### src/design/ddc_port_defs.vh
// constants for the downconverter output and control port
`ifndef DDC_PORT_DEFS_VH
`define DDC_PORT_DEFS_VH
`define DATA_W        16
`define FIFO_DEPTH    32
`define FIFO_AW       5
`define WORD_BITS     16
`define BIT_CNT_W     5
`define SCK_DIV       4'h8
`define CTL_REG_CNT   8
`define CTL_RST_VAL   8'h00
`define DEBUG_W       20
`define SHIFT_W       32
`endif

### src/design/ddc_output_port.v
// output framing, parallel port, sync and control bus of the downconverter
//
// Overview of operation
// - master captures slave bits on chosen edge
// - word strobe per word or I/Q pair
// - word strobe polarity, tristate until enabled
// - debug mode drives diagnostic bits out
// - select one of eight parallel words
// - drive parallel pins while enable low or in debug mode
// - master uses select pins as slave inputs
// - ready flag marks each sample period
// - ready flag driven regardless of enable
// - sync sampled on rising clock edge
// - sync clears bit count and word framing
// - sync flushes all held sample data
// - gain strobes held low during sync
// - eight bit two-way control data bus
// - drive data only on read cycle
// - each control register own address
// - read outputs addressed register contents
// - write loads addressed control register
// - serial data msb first on chosen edge
`timescale 1ns/10ps
`include "ddc_port_defs.vh"
module ddc_output_port (
	input  wire        sys_clk_i,
	input  wire        rst_n_i,
	input  wire        clk_en_i,
	input  wire [15:0] sample_a_i,
	input  wire [15:0] sample_b_i,
	input  wire        sample_valid_i,
	output wire        sample_ready_o,
	input  wire [127:0] parallel_words_i,
	input  wire [19:0] debug_word_i,
	input  wire        debug_mode_i,
	input  wire        serial_output_enable_i,
	input  wire        serial_clock_polarity_i,
	input  wire        pair_packing_i,
	input  wire        strobe_polarity_i,
	input  wire        ready_polarity_i,
	input  wire        daisy_master_i,
	input  wire        sample_period_i,
	input  wire        sync_n_i,
	input  wire        daisy_clock_i,
	input  wire [2:0]  parallel_word_select_i,
	input  wire        parallel_out_enable_n_i,
	input  wire        chip_select_n_i,
	input  wire        read_n_i,
	input  wire        write_n_i,
	input  wire [7:0]  addr_i,
	input  wire [7:0]  ctl_data_i,
	output reg  [7:0]  ctl_data_o,
	output wire        ctl_data_oe_n_o,
	output wire [63:0] ctl_regs_o,
	output reg  [15:0] parallel_out_word_o,
	output wire        parallel_out_oe_n_o,
	output reg         serial_out_a_o,
	output reg         serial_out_b_o,
	output reg         serial_clock_o,
	output wire        serial_oe_n_o,
	output reg         serial_word_strobe_o,
	output wire        serial_word_strobe_oe_n_o,
	output reg         output_sample_period_o,
	output reg         gain_strobe_a_o,
	output reg         gain_strobe_b_o,
	output reg         sync_pulse_o,
	output wire        flush_o,
	output reg  [15:0] slave_word_a_o,
	output reg  [15:0] slave_word_b_o,
	output reg         slave_word_valid_o
);
	// ************************************************
	// input synchronisers
	// ************************************************
	reg [1:0] sck_s;
	reg       sck_d;
	reg [2:0] sel_m;
	reg [2:0] sel_s;
	reg [1:0] sync_s;
	reg [1:0] oe_s;
	reg [1:0] cs_s;
	reg [1:0] rd_s;
	reg [1:0] wr_s;
	reg [7:0] addr_m;
	reg [7:0] addr_s;
	reg [7:0] din_m;
	reg [7:0] din_s;
	reg       wr_d;
	always @(posedge sys_clk_i or negedge rst_n_i) begin
		if (!rst_n_i) begin
			sck_s  <= 2'h0;
			sck_d  <= 1'b0;
			sel_m  <= 3'h0;
			sel_s  <= 3'h0;
			sync_s <= 2'h3;
			oe_s   <= 2'h3;
			cs_s   <= 2'h3;
			rd_s   <= 2'h3;
			wr_s   <= 2'h3;
			addr_m <= 8'h00;
			addr_s <= 8'h00;
			din_m  <= 8'h00;
			din_s  <= 8'h00;
			wr_d   <= 1'b0;
		end else if (clk_en_i) begin
			sck_s  <= {sck_s[0], daisy_clock_i};
			sck_d  <= sck_s[1];
			sel_m  <= parallel_word_select_i;
			sel_s  <= sel_m;
			sync_s <= {sync_s[0], sync_n_i};
			oe_s   <= {oe_s[0], parallel_out_enable_n_i};
			cs_s   <= {cs_s[0], chip_select_n_i};
			rd_s   <= {rd_s[0], read_n_i};
			wr_s   <= {wr_s[0], write_n_i};
			addr_m <= addr_i;
			addr_s <= addr_m;
			din_m  <= ctl_data_i;
			din_s  <= din_m;
			wr_d   <= ~cs_s[1] & ~wr_s[1];
		end
	end
	wire sync_act = ~sync_s[1];
	// ************************************************
	// sync handling
	// ************************************************
	// a held sync keeps everything flushed, not only its first cycle
	assign flush_o = sync_act;
	always @(posedge sys_clk_i or negedge rst_n_i) begin
		if (!rst_n_i) begin
			sync_pulse_o    <= 1'b0;
			gain_strobe_a_o <= 1'b1;
			gain_strobe_b_o <= 1'b1;
		end else if (clk_en_i) begin
			sync_pulse_o    <= sync_act;
			gain_strobe_a_o <= ~sync_act;
			gain_strobe_b_o <= ~sync_act;
		end
	end
	// ************************************************
	// control register file
	// ************************************************
	reg [7:0] ctl_reg [0:`CTL_REG_CNT-1];
	wire      wr_pulse = ~cs_s[1] & ~wr_s[1] & ~wr_d;
	genvar g;
	generate
		for (g = 0; g < `CTL_REG_CNT; g = g + 1) begin : regs
			always @(posedge sys_clk_i or negedge rst_n_i) begin
				if (!rst_n_i)
					ctl_reg[g] <= `CTL_RST_VAL;
				else if (clk_en_i && wr_pulse && addr_s == g)
					ctl_reg[g] <= din_s;
			end
			assign ctl_regs_o[g*8+7:g*8] = ctl_reg[g];
		end
	endgenerate
	// unmapped addresses read zero
	always @(posedge sys_clk_i or negedge rst_n_i) begin
		if (!rst_n_i)
			ctl_data_o <= 8'h00;
		else if (clk_en_i) begin
			if (addr_s < `CTL_REG_CNT)
				ctl_data_o <= ctl_reg[addr_s[2:0]];
			else
				ctl_data_o <= 8'h00;
		end
	end
	// pins used directly so the bus releases without sync delay
	assign ctl_data_oe_n_o = ~(~chip_select_n_i & ~read_n_i &
		write_n_i);
	// ************************************************
	// serial output path through the fifo
	// ************************************************
	wire [31:0] fifo_data;
	wire        fifo_valid;
	reg         fifo_take;
	sample_fifo #(
		.WIDTH (`SHIFT_W),
		.DEPTH (`FIFO_DEPTH),
		.AW    (`FIFO_AW)
	) u_fifo (
		.sys_clk_i   (sys_clk_i),
		.rst_n_i     (rst_n_i),
		.clk_en_i    (clk_en_i),
		.in_data_i   ({sample_a_i, sample_b_i}),
		.in_valid_i  (sample_valid_i & ~sync_act),
		.in_ready_o  (sample_ready_o),
		.out_data_o  (fifo_data),
		.out_valid_o (fifo_valid),
		.out_ready_i (fifo_take),
		.flush_i     (sync_act)
	);
	reg [3:0]  div_cnt;
	reg        sck_int;
	reg [15:0] sh_a;
	reg [15:0] sh_b;
	reg [15:0] nx_a;
	reg [15:0] nx_b;
	reg        nx_full;
	reg [4:0]  bit_cnt;
	reg        busy;
	reg        half;
	reg        frame;
	wire       shift_edge = (div_cnt == `SCK_DIV - 4'h1) & ~sck_int;
	// serial clock runs free; data moves on its rising internal phase
	always @(posedge sys_clk_i or negedge rst_n_i) begin
		if (!rst_n_i) begin
			div_cnt <= 4'h0;
			sck_int <= 1'b0;
			sh_a    <= 16'h0000;
			sh_b    <= 16'h0000;
			bit_cnt <= 5'h00;
			busy    <= 1'b0;
			half    <= 1'b0;
			frame   <= 1'b0;
			fifo_take <= 1'b0;
		end else if (clk_en_i) begin
			fifo_take <= 1'b0;
			if (div_cnt == `SCK_DIV - 4'h1) begin
				div_cnt <= 4'h0;
				sck_int <= ~sck_int;
			end else
				div_cnt <= div_cnt + 4'h1;
			if (sync_act) begin
				busy    <= 1'b0;
				frame   <= 1'b0;
				half    <= 1'b0;
				bit_cnt <= 5'h00;
			end else if (shift_edge) begin
				frame <= 1'b0;
				if (busy && bit_cnt != `WORD_BITS - 1) begin
					bit_cnt <= bit_cnt + 5'h01;
					sh_a    <= {sh_a[14:0], 1'b0};
					sh_b    <= {sh_b[14:0], 1'b0};
				end else if (fifo_valid && !fifo_take) begin
					busy      <= 1'b1;
					bit_cnt   <= 5'h00;
					sh_a      <= fifo_data[31:16];
					sh_b      <= fifo_data[15:0];
					fifo_take <= 1'b1;
					half      <= ~half;
					frame     <= ~pair_packing_i | ~half;
				end else
					busy <= 1'b0;
			end
		end
	end
	// ************************************************
	// pin drivers with debug override
	// ************************************************
	assign serial_oe_n_o             = ~serial_output_enable_i;
	assign serial_word_strobe_oe_n_o = ~serial_output_enable_i;
	wire   [2:0] sel_use = debug_mode_i ? 3'h0 : sel_s;
	always @(posedge sys_clk_i or negedge rst_n_i) begin
		if (!rst_n_i) begin
			serial_out_a_o         <= 1'b0;
			serial_out_b_o         <= 1'b0;
			serial_clock_o         <= 1'b0;
			serial_word_strobe_o   <= 1'b0;
			output_sample_period_o <= 1'b0;
			parallel_out_word_o    <= 16'h0000;
		end else if (clk_en_i) begin
			serial_clock_o <= sck_int ^ serial_clock_polarity_i;
			if (debug_mode_i) begin
				parallel_out_word_o    <= debug_word_i[19:4];
				serial_word_strobe_o   <= debug_word_i[2];
				output_sample_period_o <= debug_word_i[3];
				serial_out_a_o         <= debug_word_i[1];
				serial_out_b_o         <= debug_word_i[0];
			end else begin
				parallel_out_word_o <=
					parallel_words_i[sel_use*16 +: 16];
				serial_word_strobe_o <= frame ^ strobe_polarity_i;
				output_sample_period_o <= sample_period_i ^ ready_polarity_i;
				serial_out_a_o <= sh_a[15] & busy;
				serial_out_b_o <= sh_b[15] & busy;
			end
		end
	end
	// ignored in debug mode; enable high floats the pins
	assign parallel_out_oe_n_o = debug_mode_i ? 1'b0 :
		oe_s[1];
	// ************************************************
	// daisy-chain slave capture
	// ************************************************
	reg [15:0] cap_a;
	reg [15:0] cap_b;
	reg [4:0]  cap_cnt;
	wire cap_edge = serial_clock_polarity_i ? (sck_s[1] & ~sck_d) :
		(~sck_s[1] & sck_d);
	always @(posedge sys_clk_i or negedge rst_n_i) begin
		if (!rst_n_i) begin
			cap_a              <= 16'h0000;
			cap_b              <= 16'h0000;
			cap_cnt            <= 5'h00;
			slave_word_a_o     <= 16'h0000;
			slave_word_b_o     <= 16'h0000;
			slave_word_valid_o <= 1'b0;
		end else if (clk_en_i) begin
			slave_word_valid_o <= 1'b0;
			if (daisy_master_i && cap_edge) begin
				// strobe bit restarts the word count
				cap_a <= {cap_a[14:0], sel_s[0]};
				cap_b <= {cap_b[14:0], sel_s[1]};
				if (sel_s[2] ^ strobe_polarity_i)
					cap_cnt <= 5'h01;
				else if (cap_cnt == `WORD_BITS - 1) begin
					cap_cnt            <= 5'h00;
					slave_word_a_o     <= {cap_a[14:0], sel_s[0]};
					slave_word_b_o     <= {cap_b[14:0], sel_s[1]};
					slave_word_valid_o <= 1'b1;
				end else
					cap_cnt <= cap_cnt + 5'h01;
			end
		end
	end
endmodule

### src/design/sample_fifo.v
// parameterised flip-flop fifo with valid and ready on both sides
`timescale 1ns/10ps
module sample_fifo #(
	parameter WIDTH = 32,
	parameter DEPTH = 32,
	parameter AW    = 5
) (
	input  wire             sys_clk_i,
	input  wire             rst_n_i,
	input  wire             clk_en_i,
	input  wire [WIDTH-1:0] in_data_i,
	input  wire             in_valid_i,
	output wire             in_ready_o,
	output wire [WIDTH-1:0] out_data_o,
	output wire             out_valid_o,
	input  wire             out_ready_i,
	input  wire             flush_i
);
	reg [WIDTH-1:0] mem [0:DEPTH-1];
	reg [AW:0]      wr_ptr;
	reg [AW:0]      rd_ptr;
	wire            full;
	wire            empty;
	wire            do_wr;
	wire            do_rd;
	assign full  = (wr_ptr[AW-1:0] == rd_ptr[AW-1:0]) &&
		(wr_ptr[AW] != rd_ptr[AW]);
	assign empty = (wr_ptr == rd_ptr);
	assign in_ready_o  = ~full;
	assign out_valid_o = ~empty;
	assign out_data_o  = mem[rd_ptr[AW-1:0]];
	assign do_wr = in_valid_i & ~full;
	assign do_rd = out_ready_i & ~empty;
	always @(posedge sys_clk_i or negedge rst_n_i) begin
		if (!rst_n_i) begin
			wr_ptr <= {(AW+1){1'b0}};
			rd_ptr <= {(AW+1){1'b0}};
		end else if (clk_en_i) begin
			if (flush_i) begin
				wr_ptr <= {(AW+1){1'b0}};
				rd_ptr <= {(AW+1){1'b0}};
			end else begin
				if (do_wr)
					wr_ptr <= wr_ptr + 1'b1;
				if (do_rd)
					rd_ptr <= rd_ptr + 1'b1;
			end
		end
	end
	always @(posedge sys_clk_i) begin
		if (clk_en_i && do_wr && !flush_i)
			mem[wr_ptr[AW-1:0]] <= in_data_i;
	end
endmodule
### config.mk
export PLATFORM = sky130hd
export DESIGN_NAME = ddc_output_port
export DESIGN_NICKNAME = d
export VERILOG_FILES = /design/src/design/ddc_output_port.v /design/src/design/sample_fifo.v
export VERILOG_INCLUDE_DIRS = /design/src /design/src/design
export SDC_FILE = /design/constraint.sdc
export NUM_CORES = 1
export LEC_CHECK = 0
export BUFFER_PORTS_ARGS = -buffer_cell sky130_fd_sc_hd__buf_2
export CORE_MARGIN = 2
export CORE_UTILIZATION = 30
export CTS_CLUSTER_DIAMETER = 50
export CTS_CLUSTER_SIZE = 20
export DETAILED_ROUTE_END_ITERATION = 8
export SETUP_SLACK_MARGIN = 0.3
export SLEW_MARGIN = 10
export SYNTH_ARGS = -nofsm -noshare
export SYNTH_HDL_FRONTEND = slang
export SYNTH_SLANG_ARGS = --single-unit
### constraint.sdc
create_clock -name sys_clk_i -period 7.8 [get_ports sys_clk_i]
set_clock_uncertainty 0.15 [all_clocks]
set_input_delay 1.17 -clock sys_clk_i [delete_from_list [all_inputs] [get_ports sys_clk_i]]
set_output_delay 1.17 -clock sys_clk_i [all_outputs]
set_load 0.05 [all_outputs]
== Word level (Yosys, flattened, before mapping) ==
Memories as Yosys holds them, arrays and structs flattened.
Cells that the tools add are included.
Word-level totals
  register bits after elaboration: 271
  logic and storage cells: 184
  memory bits (writable): 1024
  output and inout port bits: 135
  input port bits: 217
  memories: 1
Memories
  u_fifo.mem: words 32, width 32, rd ports 1, clocked after memory_dff 0, wr ports 1, line sample_fifo.v:19  | reg [WIDTH-1:0] mem [0:DEPTH-1];
Cells by class
  eq/ne operators: 19
  shift-type cells: 1
  add/sub/neg operators: 5
  reduce and logical (&&, ||, !) cells: 28
  multiplexer cells: 47
  bitwise gates (word level): 34
  order comparisons: 2
Operators with widths (number)
  128-bit by 8-bit variable part select with 16-bit output: 1
  16-bit 2-to-1 mux: 5
  8-bit by 3-bit equality test with 1-bit output, second input constant: 4
  5-bit 2-to-1 mux: 6
  1-bit 2-to-1 mux: 26
  8-bit binary-select mux with 3-bit select: 1
  6-bit 2-to-1 mux: 4
  8-bit 2-to-1 mux: 3
  8-bit by 2-bit equality test with 1-bit output, second input constant: 2
  1-bit inverter: 16
  1-bit logical AND: 15
  6-bit by 1-bit adder with 6-bit output, second input constant: 2
  1-bit AND: 12
  4-bit AND reduction: 3
  5-bit by 1-bit adder with 5-bit output, second input constant: 2
  2-bit AND reduction: 5
  8-bit by 1-bit equality test with 1-bit output, second input constant: 1
  8-bit logical NOT: 1
  8-bit by 4-bit < comparator with 1-bit output, second input constant: 1
  2-bit by 1-bit inequality test with 1-bit output, second input constant: 4
  6-bit equality test: 1
  3-bit AND reduction: 2
  5-bit by 4-bit equality test with 1-bit output, second input constant: 1
  5-bit equality test: 1
  other kinds (14): 17

== Logic depth before layout (Yosys ltp) ==
Gate-level depths: netlist of run 1.
  depth in word-level cells: 8
  mapped depth: 11
  depth with buffers taken out: 8

== Modules after synthesis ==
From an unflattened synthesis of run 1, not the netlist that was laid out.
Second synthesis, totals
  cells, all modules: 3203
  area, all modules: 52306.4 µm²
Modules (own cells, without submodules)
  sample_fifo: area each 40313.7 µm², instances 1, sequential area each 31049.8 µm², cells each 2262
  ddc_output_port: area each 11992.8 µm², instances 1, sequential area each 6492.5 µm², cells each 941

== Least setup slack after synthesis of run 1 ==
OpenSTA, ideal clock, no wires.
  kind: input to register
  start point: in clk_en_i
  end point: mem u_fifo.mem[30][0] (enable)
  path buffers: 1
  arrival: 3.493 ns
  stages: 6
  setup slack: 3.735 ns
  data required time: 7.229 ns
  library setup time: 0.421 ns
  cell sequence: and2_1 -> nand2_1 -> a31oi_1 -> clkbuf_1 -> nand2_1 -> nor2_1
On the way
  cells in the longest elaborated chain, start to end: 4
RTL lines
  start: declaration: line ddc_output_port.v:28  | input wire clk_en_i,
  1-bit logical AND (2 in a row): line sample_fifo.v:51  | if (clk_en_i && do_wr && !flush_i)
  1-bit 2-to-1 mux: line sample_fifo.v:51
  1-bit 2-to-1 mux (implied by the code): line sample_fifo.v:52  | mem[wr_ptr[AW-1:0]] <= in_data_i;
  end: declaration: line sample_fifo.v:19
No other way between the ends.

== Worst setup path in the final report of run 1 ==
  start point: reg u_fifo.rd_ptr[0]
  end point: reg sh_a[1]
On the way
  cells in the longest elaborated chain, start to end: 5
RTL lines
  start: declaration: line sample_fifo.v:21  | reg [AW:0] rd_ptr;
  start signal: assignment: line sample_fifo.v:37  | rd_ptr <= {(AW+1){1'b0}};
  start signal: assignment: line sample_fifo.v:41  | rd_ptr <= {(AW+1){1'b0}};
  start signal: assignment: line sample_fifo.v:46  | rd_ptr <= rd_ptr + 1'b1;
  branches (longest 5 deep; another with memory read 32 x 32 bit)
  end signal: assignment: line ddc_output_port.v:232  | sh_a <= {sh_a[14:0], 1'b0};
  end signal: assignment: line ddc_output_port.v:237  | sh_a <= fifo_data[31:16];
  end: declaration: line ddc_output_port.v:194  | reg [15:0] sh_a;
Several ways; the timed one is not identified. The select of a mux whose other input is x is not followed.
A chain may end at the register's enable or synchronous reset.

==> reports/qor.yml, run 1 <==
maxSlewViolCount: 0
clock.fmax_ghz: 0.2246
synth_cell_type_count: 71
path_clk_slew_ns: 0.08
cts_resized: 0
synth_edf_count: 1024
dp_hpwl_um: 90400
crit_fanout: 62
grt_pass1_wl_um: 202700
crit_path_frequent_cell: "buf_4"
synth.area.top_cells: "edfxtp_1 (59%), dfrtp_1 (13%), mux2_2 (7.4%)"
first_iter_violations: 3190
tns_ns: 0
slowest_stage: "a2111oi_0"
crit_path_end_kind: "flip-flop"
hold_violations: 0
min_path_type: "in2async"
netlist.area_leader.share_pct: 59.13
grt_start_max_net_pins: 140
layout_common_cells: "edfxtp_1 (1,024), buf_2 (349), mux2_2 (343)"
placed_area_mm2: 0.05661
grt_pass1_vias: 28390
setup_viol: 0
cts.sinks: 1295
cap_violations: 0
p_clk_share_pct: 42.1
postCtsSetupBuffers: 0
cp.arrival_ns: 4.99
status: "finished clean"
reg2reg_slack_ns: 3.35
finalWorstSetupSlack_ns: 3.348
clk_path_buf_depth: 3
internal-power_mw: 11.26
yosysTopAreaCell: "edfxtp_1"
critPathLaunchType: "flip-flop"
die_w_um: 420.3
fin_area_mm2: 0.06096
crit_required_ns: 8.33
p_comb_share_pct: 6.1
syn_inst: 2928
avgSynthCellArea_um2: 17.76
placementRows: 152
power.share.sequential_pct: 51.9
mostFrequentLayoutCell: "edfxtp_1"
async_reset_ff_share_pct: 20.93
nets: 3489
h-tree-depth: 3
power.switching_mw: 3.792
root_buffer: "clkbuf_16"
post_drt_wl_per_cell_um: 25.14
initial_core_util_pct: 30.25
ys.flop_type: "edfxtp_1"
drive_gt1_share_pct: 35.64
tightest_slew_ns: 1.337
gp_congestion: 0.8113
p_leak_nw: 20.85
clock_latency_ns: 0.76
pre_cts_slack_ns: 3.151
dieArea_mm2: 0.1767
finalCritPeriodShare_pct: 57.08
vias: 28740
slew_headroom_pct: 8.551
cts_buffers: 120
reg2reg_depth: 6
ioPinCount: 352
wirelength_um: 142700
syn_area_mm2: 0.05200
overflow: 0
antenna_found_initial: 8
ys_seq_area_share_pct: 72.20
crit_type: "reg2reg"
crit_chain: "buf_4 > buf_4 > mux2i_1 > a2111oi_0 > nor4_1 > o21ai_0"
timing.rr.start: "u_fifo.rd_ptr[0]"
r2r_end: "sh_a[1]"
synth_fp_nets: 3154
firstDrtPassIters: 5
route.detailed.drc: 0
cts_hold_buffers: 0
grt_usage_pct: 15.69
numPortBuffers: 351
diodes: 0
ys_ff_latch: 1295
peakVddDrop_uv: 234.9
slowest_delay_ns: 1.18
ant_nets: 0
switching_share_pct: 25.19
die_h_um: 420.3
layout_min_cycle_time_ns: 4.452
yosys_warnings: 0
drt-vias-per-instance: 5.063
power.density_mw_per_mm2: 247.0
core_area_mm2: 0.1719
cts_tree: "built"
syn2layout_area_growth_pct: 17.23
rsz0062_at_grt: "false"
-- worst max-delay path, delay by kind of cell (launching register included) --
kind	cells	cell delay, ns
buffers and inverters	2	1.54
and+or+nand+nor	1	0.13
AOI/OAI and AO/OA	2	1.39
DFF	1	0.91
muxes	1	0.17
-- layer usage --
layer,track usage [%],up-vias,share of wire [%]
li1,-,12450,-
met1,21.16,14940,43
met2,24.65,1129,46
met3,3.266,218,7.4
met4,6.379,6,4.1
met5,0,-,0.034
-- kinds of logic (layout without fill, tap and decap cells) --
kind of cell / count (synthesis) / count (layout) / synth area share (%)
AOI/OAI and AO/OA: 429 / 429 / 5.613
xor gates and xnor gates: 14 / 14 / 0.2358
adders and majority gates: 9 / 9 / 0.2166
buffers and inverters: 201 / 640 / 1.557
DFF: 1295 / 1295 / 72.20
muxes: 612 / 612 / 16.56
and+or+nand+nor: 368 / 368 / 3.626
-- through the flow --
stage	power [mW]	utilization, %	instances	hold WS (ns)
2_1_floorplan	8.411	-	2928	0.2939
3_3_place_gp	8.849	32.92	5451	0.3097
3_5_place_dp	8.871	32.93	5451	0.3177
4_1_cts	15.20	35.46	5677	0.2037
5_1_grt	15.54	35.46	5677	0.2464
6_report	15.06	35.46	5677	0.2295
-- sequential cells by signal, indices dropped and copies added, names as in the netlist, 5 cells and up --
register             flops
ctl_data_o               8
cap_cnt                  5
bit_cnt                  5
din_m                    8
sh_b                    16
addr_m                   8
u_fifo.rd_ptr            6
parallel_out_word_o     16
ctl_regs_o              64
slave_word_a_o          16
slave_word_b_o          16
cap_a                   15
sh_a                    16
u_fifo.wr_ptr            6
din_s                    8
u_fifo.mem            1024
addr_s                   8
cap_b                   15
-- worst max path at each step --
stage | startpoint | endpoint | depth (start not counted)
floorplan | clk_en_i | u_fifo.mem[30][0] | 6
global placement | clk_en_i | u_fifo.mem[23][8] | 7
detailed placement | clk_en_i | u_fifo.mem[23][7] | 7
CTS | u_fifo.rd_ptr[0] | sample_ready_o | 4
global route | u_fifo.rd_ptr[0] | sh_a[1] | 6
finish | u_fifo.rd_ptr[0] | sh_a[1] | 6
-- cells in the mapped netlist (21+ instances only) --
| cell | instances |
|---|---|
| clkbuf_1 | 122 |
| mux2_2 | 343 |
| mux2i_1 | 100 |
| o22ai_1 | 108 |
| buf_2 | 26 |
| nor2_1 | 120 |
| edfxtp_1 | 1024 |
| a2111oi_0 | 21 |
| nand2_1 | 72 |
| nor4_1 | 29 |
| a21oi_1 | 44 |
| dfrtp_1 | 262 |
| a211oi_1 | 106 |
| o21ai_0 | 58 |
| nor2b_1 | 60 |
| mux4_2 | 161 |
| buf_1 | 35 |
-- power by group through the flow --
stage | Sequential, mW | Clock (mW) | Combinational, mW
final | 7.81 | 6.33 | 0.911
after global routing | 7.83 | 6.72 | 0.988
after CTS | 7.81 | 6.48 | 0.915
after detailed placement | 7.96 | 0 | 0.912
after global placement | 7.95 | 0 | 0.896
after floorplan | 7.99 | 0 | 0.417
-- area by class of cell --
cell class | count | area [um^2]
Fill cell | 16190 | 111000
Sequential cell | 1295 | 37560
Multi-Input combinational cell | 1432 | 13940
Clock buffer | 127 | 3082
Tap cell | 2310 | 2890
Timing Repair Buffer | 400 | 2175
Clock inverter | 99 | 1270
Inverter | 14 | 52.55
(Power assumes the default switching activity.)
==> run 2, diff against run 1 <==
--- a/config.mk
+++ b/config.mk
@@ -6,6 +6,7 @@
 export SDC_FILE = /design/constraint.sdc
 export NUM_CORES = 1
 export LEC_CHECK = 0
+export ABC_AREA = 1
 export BUFFER_PORTS_ARGS = -buffer_cell sky130_fd_sc_hd__buf_2
 export CORE_MARGIN = 2
 export CORE_UTILIZATION = 30
==> constraint.sdc (replaced) <==
create_clock -name sys_clk_i -period 4.38 [get_ports sys_clk_i]
set_clock_uncertainty 0.15 [all_clocks]
set_input_delay 0.657 -clock sys_clk_i [delete_from_list [all_inputs] [get_ports sys_clk_i]]
set_output_delay 0.657 -clock sys_clk_i [all_outputs]
set_load 0.05 [all_outputs]
==> run 2 against run 1 <==
  * Flip-flop and latch count unchanged
  * Via count increased by 35%
  * Cell count increased by 39%
  * Synthesized area increased by 4.8%
  * Highest routed layer is now met4
==> reports/qor.yml, run 2 <==
avgSynthCellArea_um2: 10.60  # -40%
layout_common_cells: "nand2_1 (1,375), edfxtp_1 (1,024), nor2_1 (552)"
die_w_um: 430.2  # +2.4%
die_h_um: 430.2  # +2.4%
critPathLaunchType: "flip-flop"
finalWorstSetupSlack_ns: 0.6308  # -2.717 ns
ioPinCount: 352  # unchanged
synth_fp_nets: 5369  # +70%
mostFrequentLayoutCell: "nand2_1"
cp.arrival_ns: 4.03  # -0.96 ns
layout_min_cycle_time_ns: 3.749  # -0.7026 ns
power.density_mw_per_mm2: 464.9  # +88%
grt_usage_pct: 17.01  # +1.3 points
numPortBuffers: 351  # unchanged
overflow: 0  # unchanged
crit_family: "simple AND/OR/NAND/NOR gates"
ys.flop_type: "edfxtp_1"
largest_reg_flops: 1024  # unchanged
tns_ns: 0  # unchanged
dp_hpwl_um: 95930  # +6.1%
setup_viol: 0  # unchanged
pre_cts_slack_ns: 0.6789  # -2.472 ns
peakVddDrop_uv: 336.3  # +43%
crit_path_end_kind: "flip-flop"
crit_fanout: 38  # -39%
crit_path_frequent_cell: "nand2_1"
fill_cells: 17720  # +9.5%
yosys_warnings: 0  # unchanged
syn_inst: 5143  # +76%
regArea_mm2: 0.03755  # about the same
antenna_found_initial: 7  # -1
post_drt_wl_per_cell_um: 20.42  # -19%
crit_required_ns: 4.66  # -3.67 ns
core_area_mm2: 0.1805  # +5.0%
status: "finished clean"
vias: 38700  # +35%
gp_congestion: 0.8658  # +6.7%
postCtsSetupBuffers: 0  # unchanged
drt-vias-per-instance: 4.887  # -3.5%
use_met2_pct: 28.26  # +3.6 points
synth_cell_type_count: 40  # -44%
multiInputGateArea_mm2: 0.01446  # +3.8%
cts.sinks: 1295  # unchanged
grt_util_met3_pct: 2.779  # -0.49 points
placementRows: 156  # +2.6%
drive_gt1_share_pct: 13.76  # -22 points
rsz0062_at_grt: "false"
root_buffer: "clkbuf_16"
slowest_stage: "nor2_4"
post-synth-top-count-cell: "nand2_1"
clk_path_buf_depth: 3  # unchanged
ant_nets: 0  # unchanged
nets: 5671  # +63%
netlist.area_leader.share_pct: 56.41  # -2.7 points
grt_pass1_vias: 36710  # +29%
cap_violations: 0  # unchanged
h-tree-depth: 3  # unchanged
met1_usage_pct: 22.48  # +1.3 points
synthTopCellsByCount: "nand2_1 (1,376), edfxtp_1 (1,024), nor2_1 (585)"
tightest_slew_ns: 1.075  # -0.2618 ns
clock.fmax_ghz: 0.2667  # +19%
firstDrtPassIters: 6  # +1
cts_resized: 0  # unchanged
ys_seq_area_share_pct: 68.88  # -3.3 points
clock_latency_ns: 0.77  # about the same
yosysTopAreaCell: "edfxtp_1"
finalCritPeriodShare_pct: 85.60  # +29 points
cts_tree: "built"
hold_violations: 0  # unchanged
initial_core_util_pct: 30.19  # -0.057 points
ys_ff_latch: 1295  # unchanged
crit_chain: "clkinv_8 > nand2_1 > nand2_1 > nor2_1 > nand3_1 > nand3b_2 > inv_2 > nand2_1 > nor2_4 > buf_4"
syn2layout_area_growth_pct: 16.46
slew_headroom_pct: 28.05  # +20 points
min_path_type: "in2reg"
syn_area_mm2: 0.05451  # +4.8%
wirelength_um: 161700  # +13%
grt_pass1_wl_um: 238800  # +18%
grt-busiest-layer: "met2"
async_reset_ff_share_pct: 20.93  # unchanged
synth.area.top_cells: "edfxtp_1 (56%), dfrtp_1 (12%), nand2_1 (9.5%)"
cts_hold_buffers: 29  # +29
cts_buffers: 116  # -3.3%
slowest_delay_ns: 0.66  # -0.52 ns
maxSlewViolCount: 0  # unchanged
synth_edf_count: 1024  # unchanged
path_clk_slew_ns: 0.07  # about the same
crit_type: "reg2reg"
route.detailed.drc: 0  # unchanged
p_leak_nw: 25.17  # +21%
first_iter_violations: 3800  # +19%
grt_start_max_net_pins: 181  # +29%
cp_num_buf_inv: 3  # +1
dieArea_mm2: 0.1851  # +4.8%
total_power_mw: 29.51  # +96%
==> run 2: through the flow <==
step                      std cells  hold slack, ns  utilization (%)  instance area, um^2
after floorplan                5143          0.2114                -                54510
after global placement         7668          0.3033            32.72                59080
after detailed placement       7668          0.3070            32.72                59080
after CTS                      7916       0.0009479            35.16                63470
after global routing           7917         0.02747            35.16                63470
final                          7918         0.05346            35.16                63480
==> run 2: final cells by class <==
| class | count | share of cell area, % |
|---|---|---|
| tap | 2370 | 4.672 |
| clock inverter | 99 | 1.845 |
| multi-input combinational | 3202 | 22.78 |
| clock buffer | 120 | 4.612 |
| sequential | 1295 | 59.16 |
| timing repair buffer | 478 | 4.798 |
| inverter | 352 | 2.121 |
| antenna | 2 | 0.007884 |
==> run 2: worst reg2reg max path: cells and delay by family (launching register included) <==
kind	cells	cell delay, ns
buffers and inverters	3	0.88
DFF	1	0.65
and+or+nand+nor	7	1.73
==> run 2: final timing paths <==
check,startpoint,to,slack [ns],depth (start not counted)
worst max-delay path,u_fifo.rd_ptr[1],u_fifo.mem[18][6],0.63,10
worst min-delay path,parallel_word_select_i[1],sel_m[1],0.05,3
worst max register to register,u_fifo.rd_ptr[1],u_fifo.mem[18][6],0.63,10
worst min register to register,wr_s[0],wr_s[0],0.31,2
max in group asynchronous,rst_n_i,sh_b[2],2.58,3
min in group asynchronous,rst_n_i,ctl_regs_o[25],0.42,2
==> run 2: routing by layer <==
metal / routed length, um / part of all wire (%)
met4: 5598 / 3.5
met1: 67580 / 42
met2: 76910 / 48
met3: 11580 / 7.2
met5: 0 / 0
==> run 2: power by group <==
| part | internal (mW) | total [mW] | switching (mW) |
|---|---|---|---|
| registers | 13.7 | 14.0 | 0.315 |
| logic | 1.30 | 4.66 | 3.37 |
| clock network | 5.52 | 10.9 | 5.34 |
==> run 2: cells by family after synthesis <==
family | count (synthesis) | synth area share (%)
xor+xnor | 12 | 0.1928
compound gates | 789 | 7.988
mux | 1 | 0.01836
flops | 1295 | 68.88
simple gates | 2391 | 17.68
fa+ha+maj | 9 | 0.2066
buf+inv | 646 | 5.039
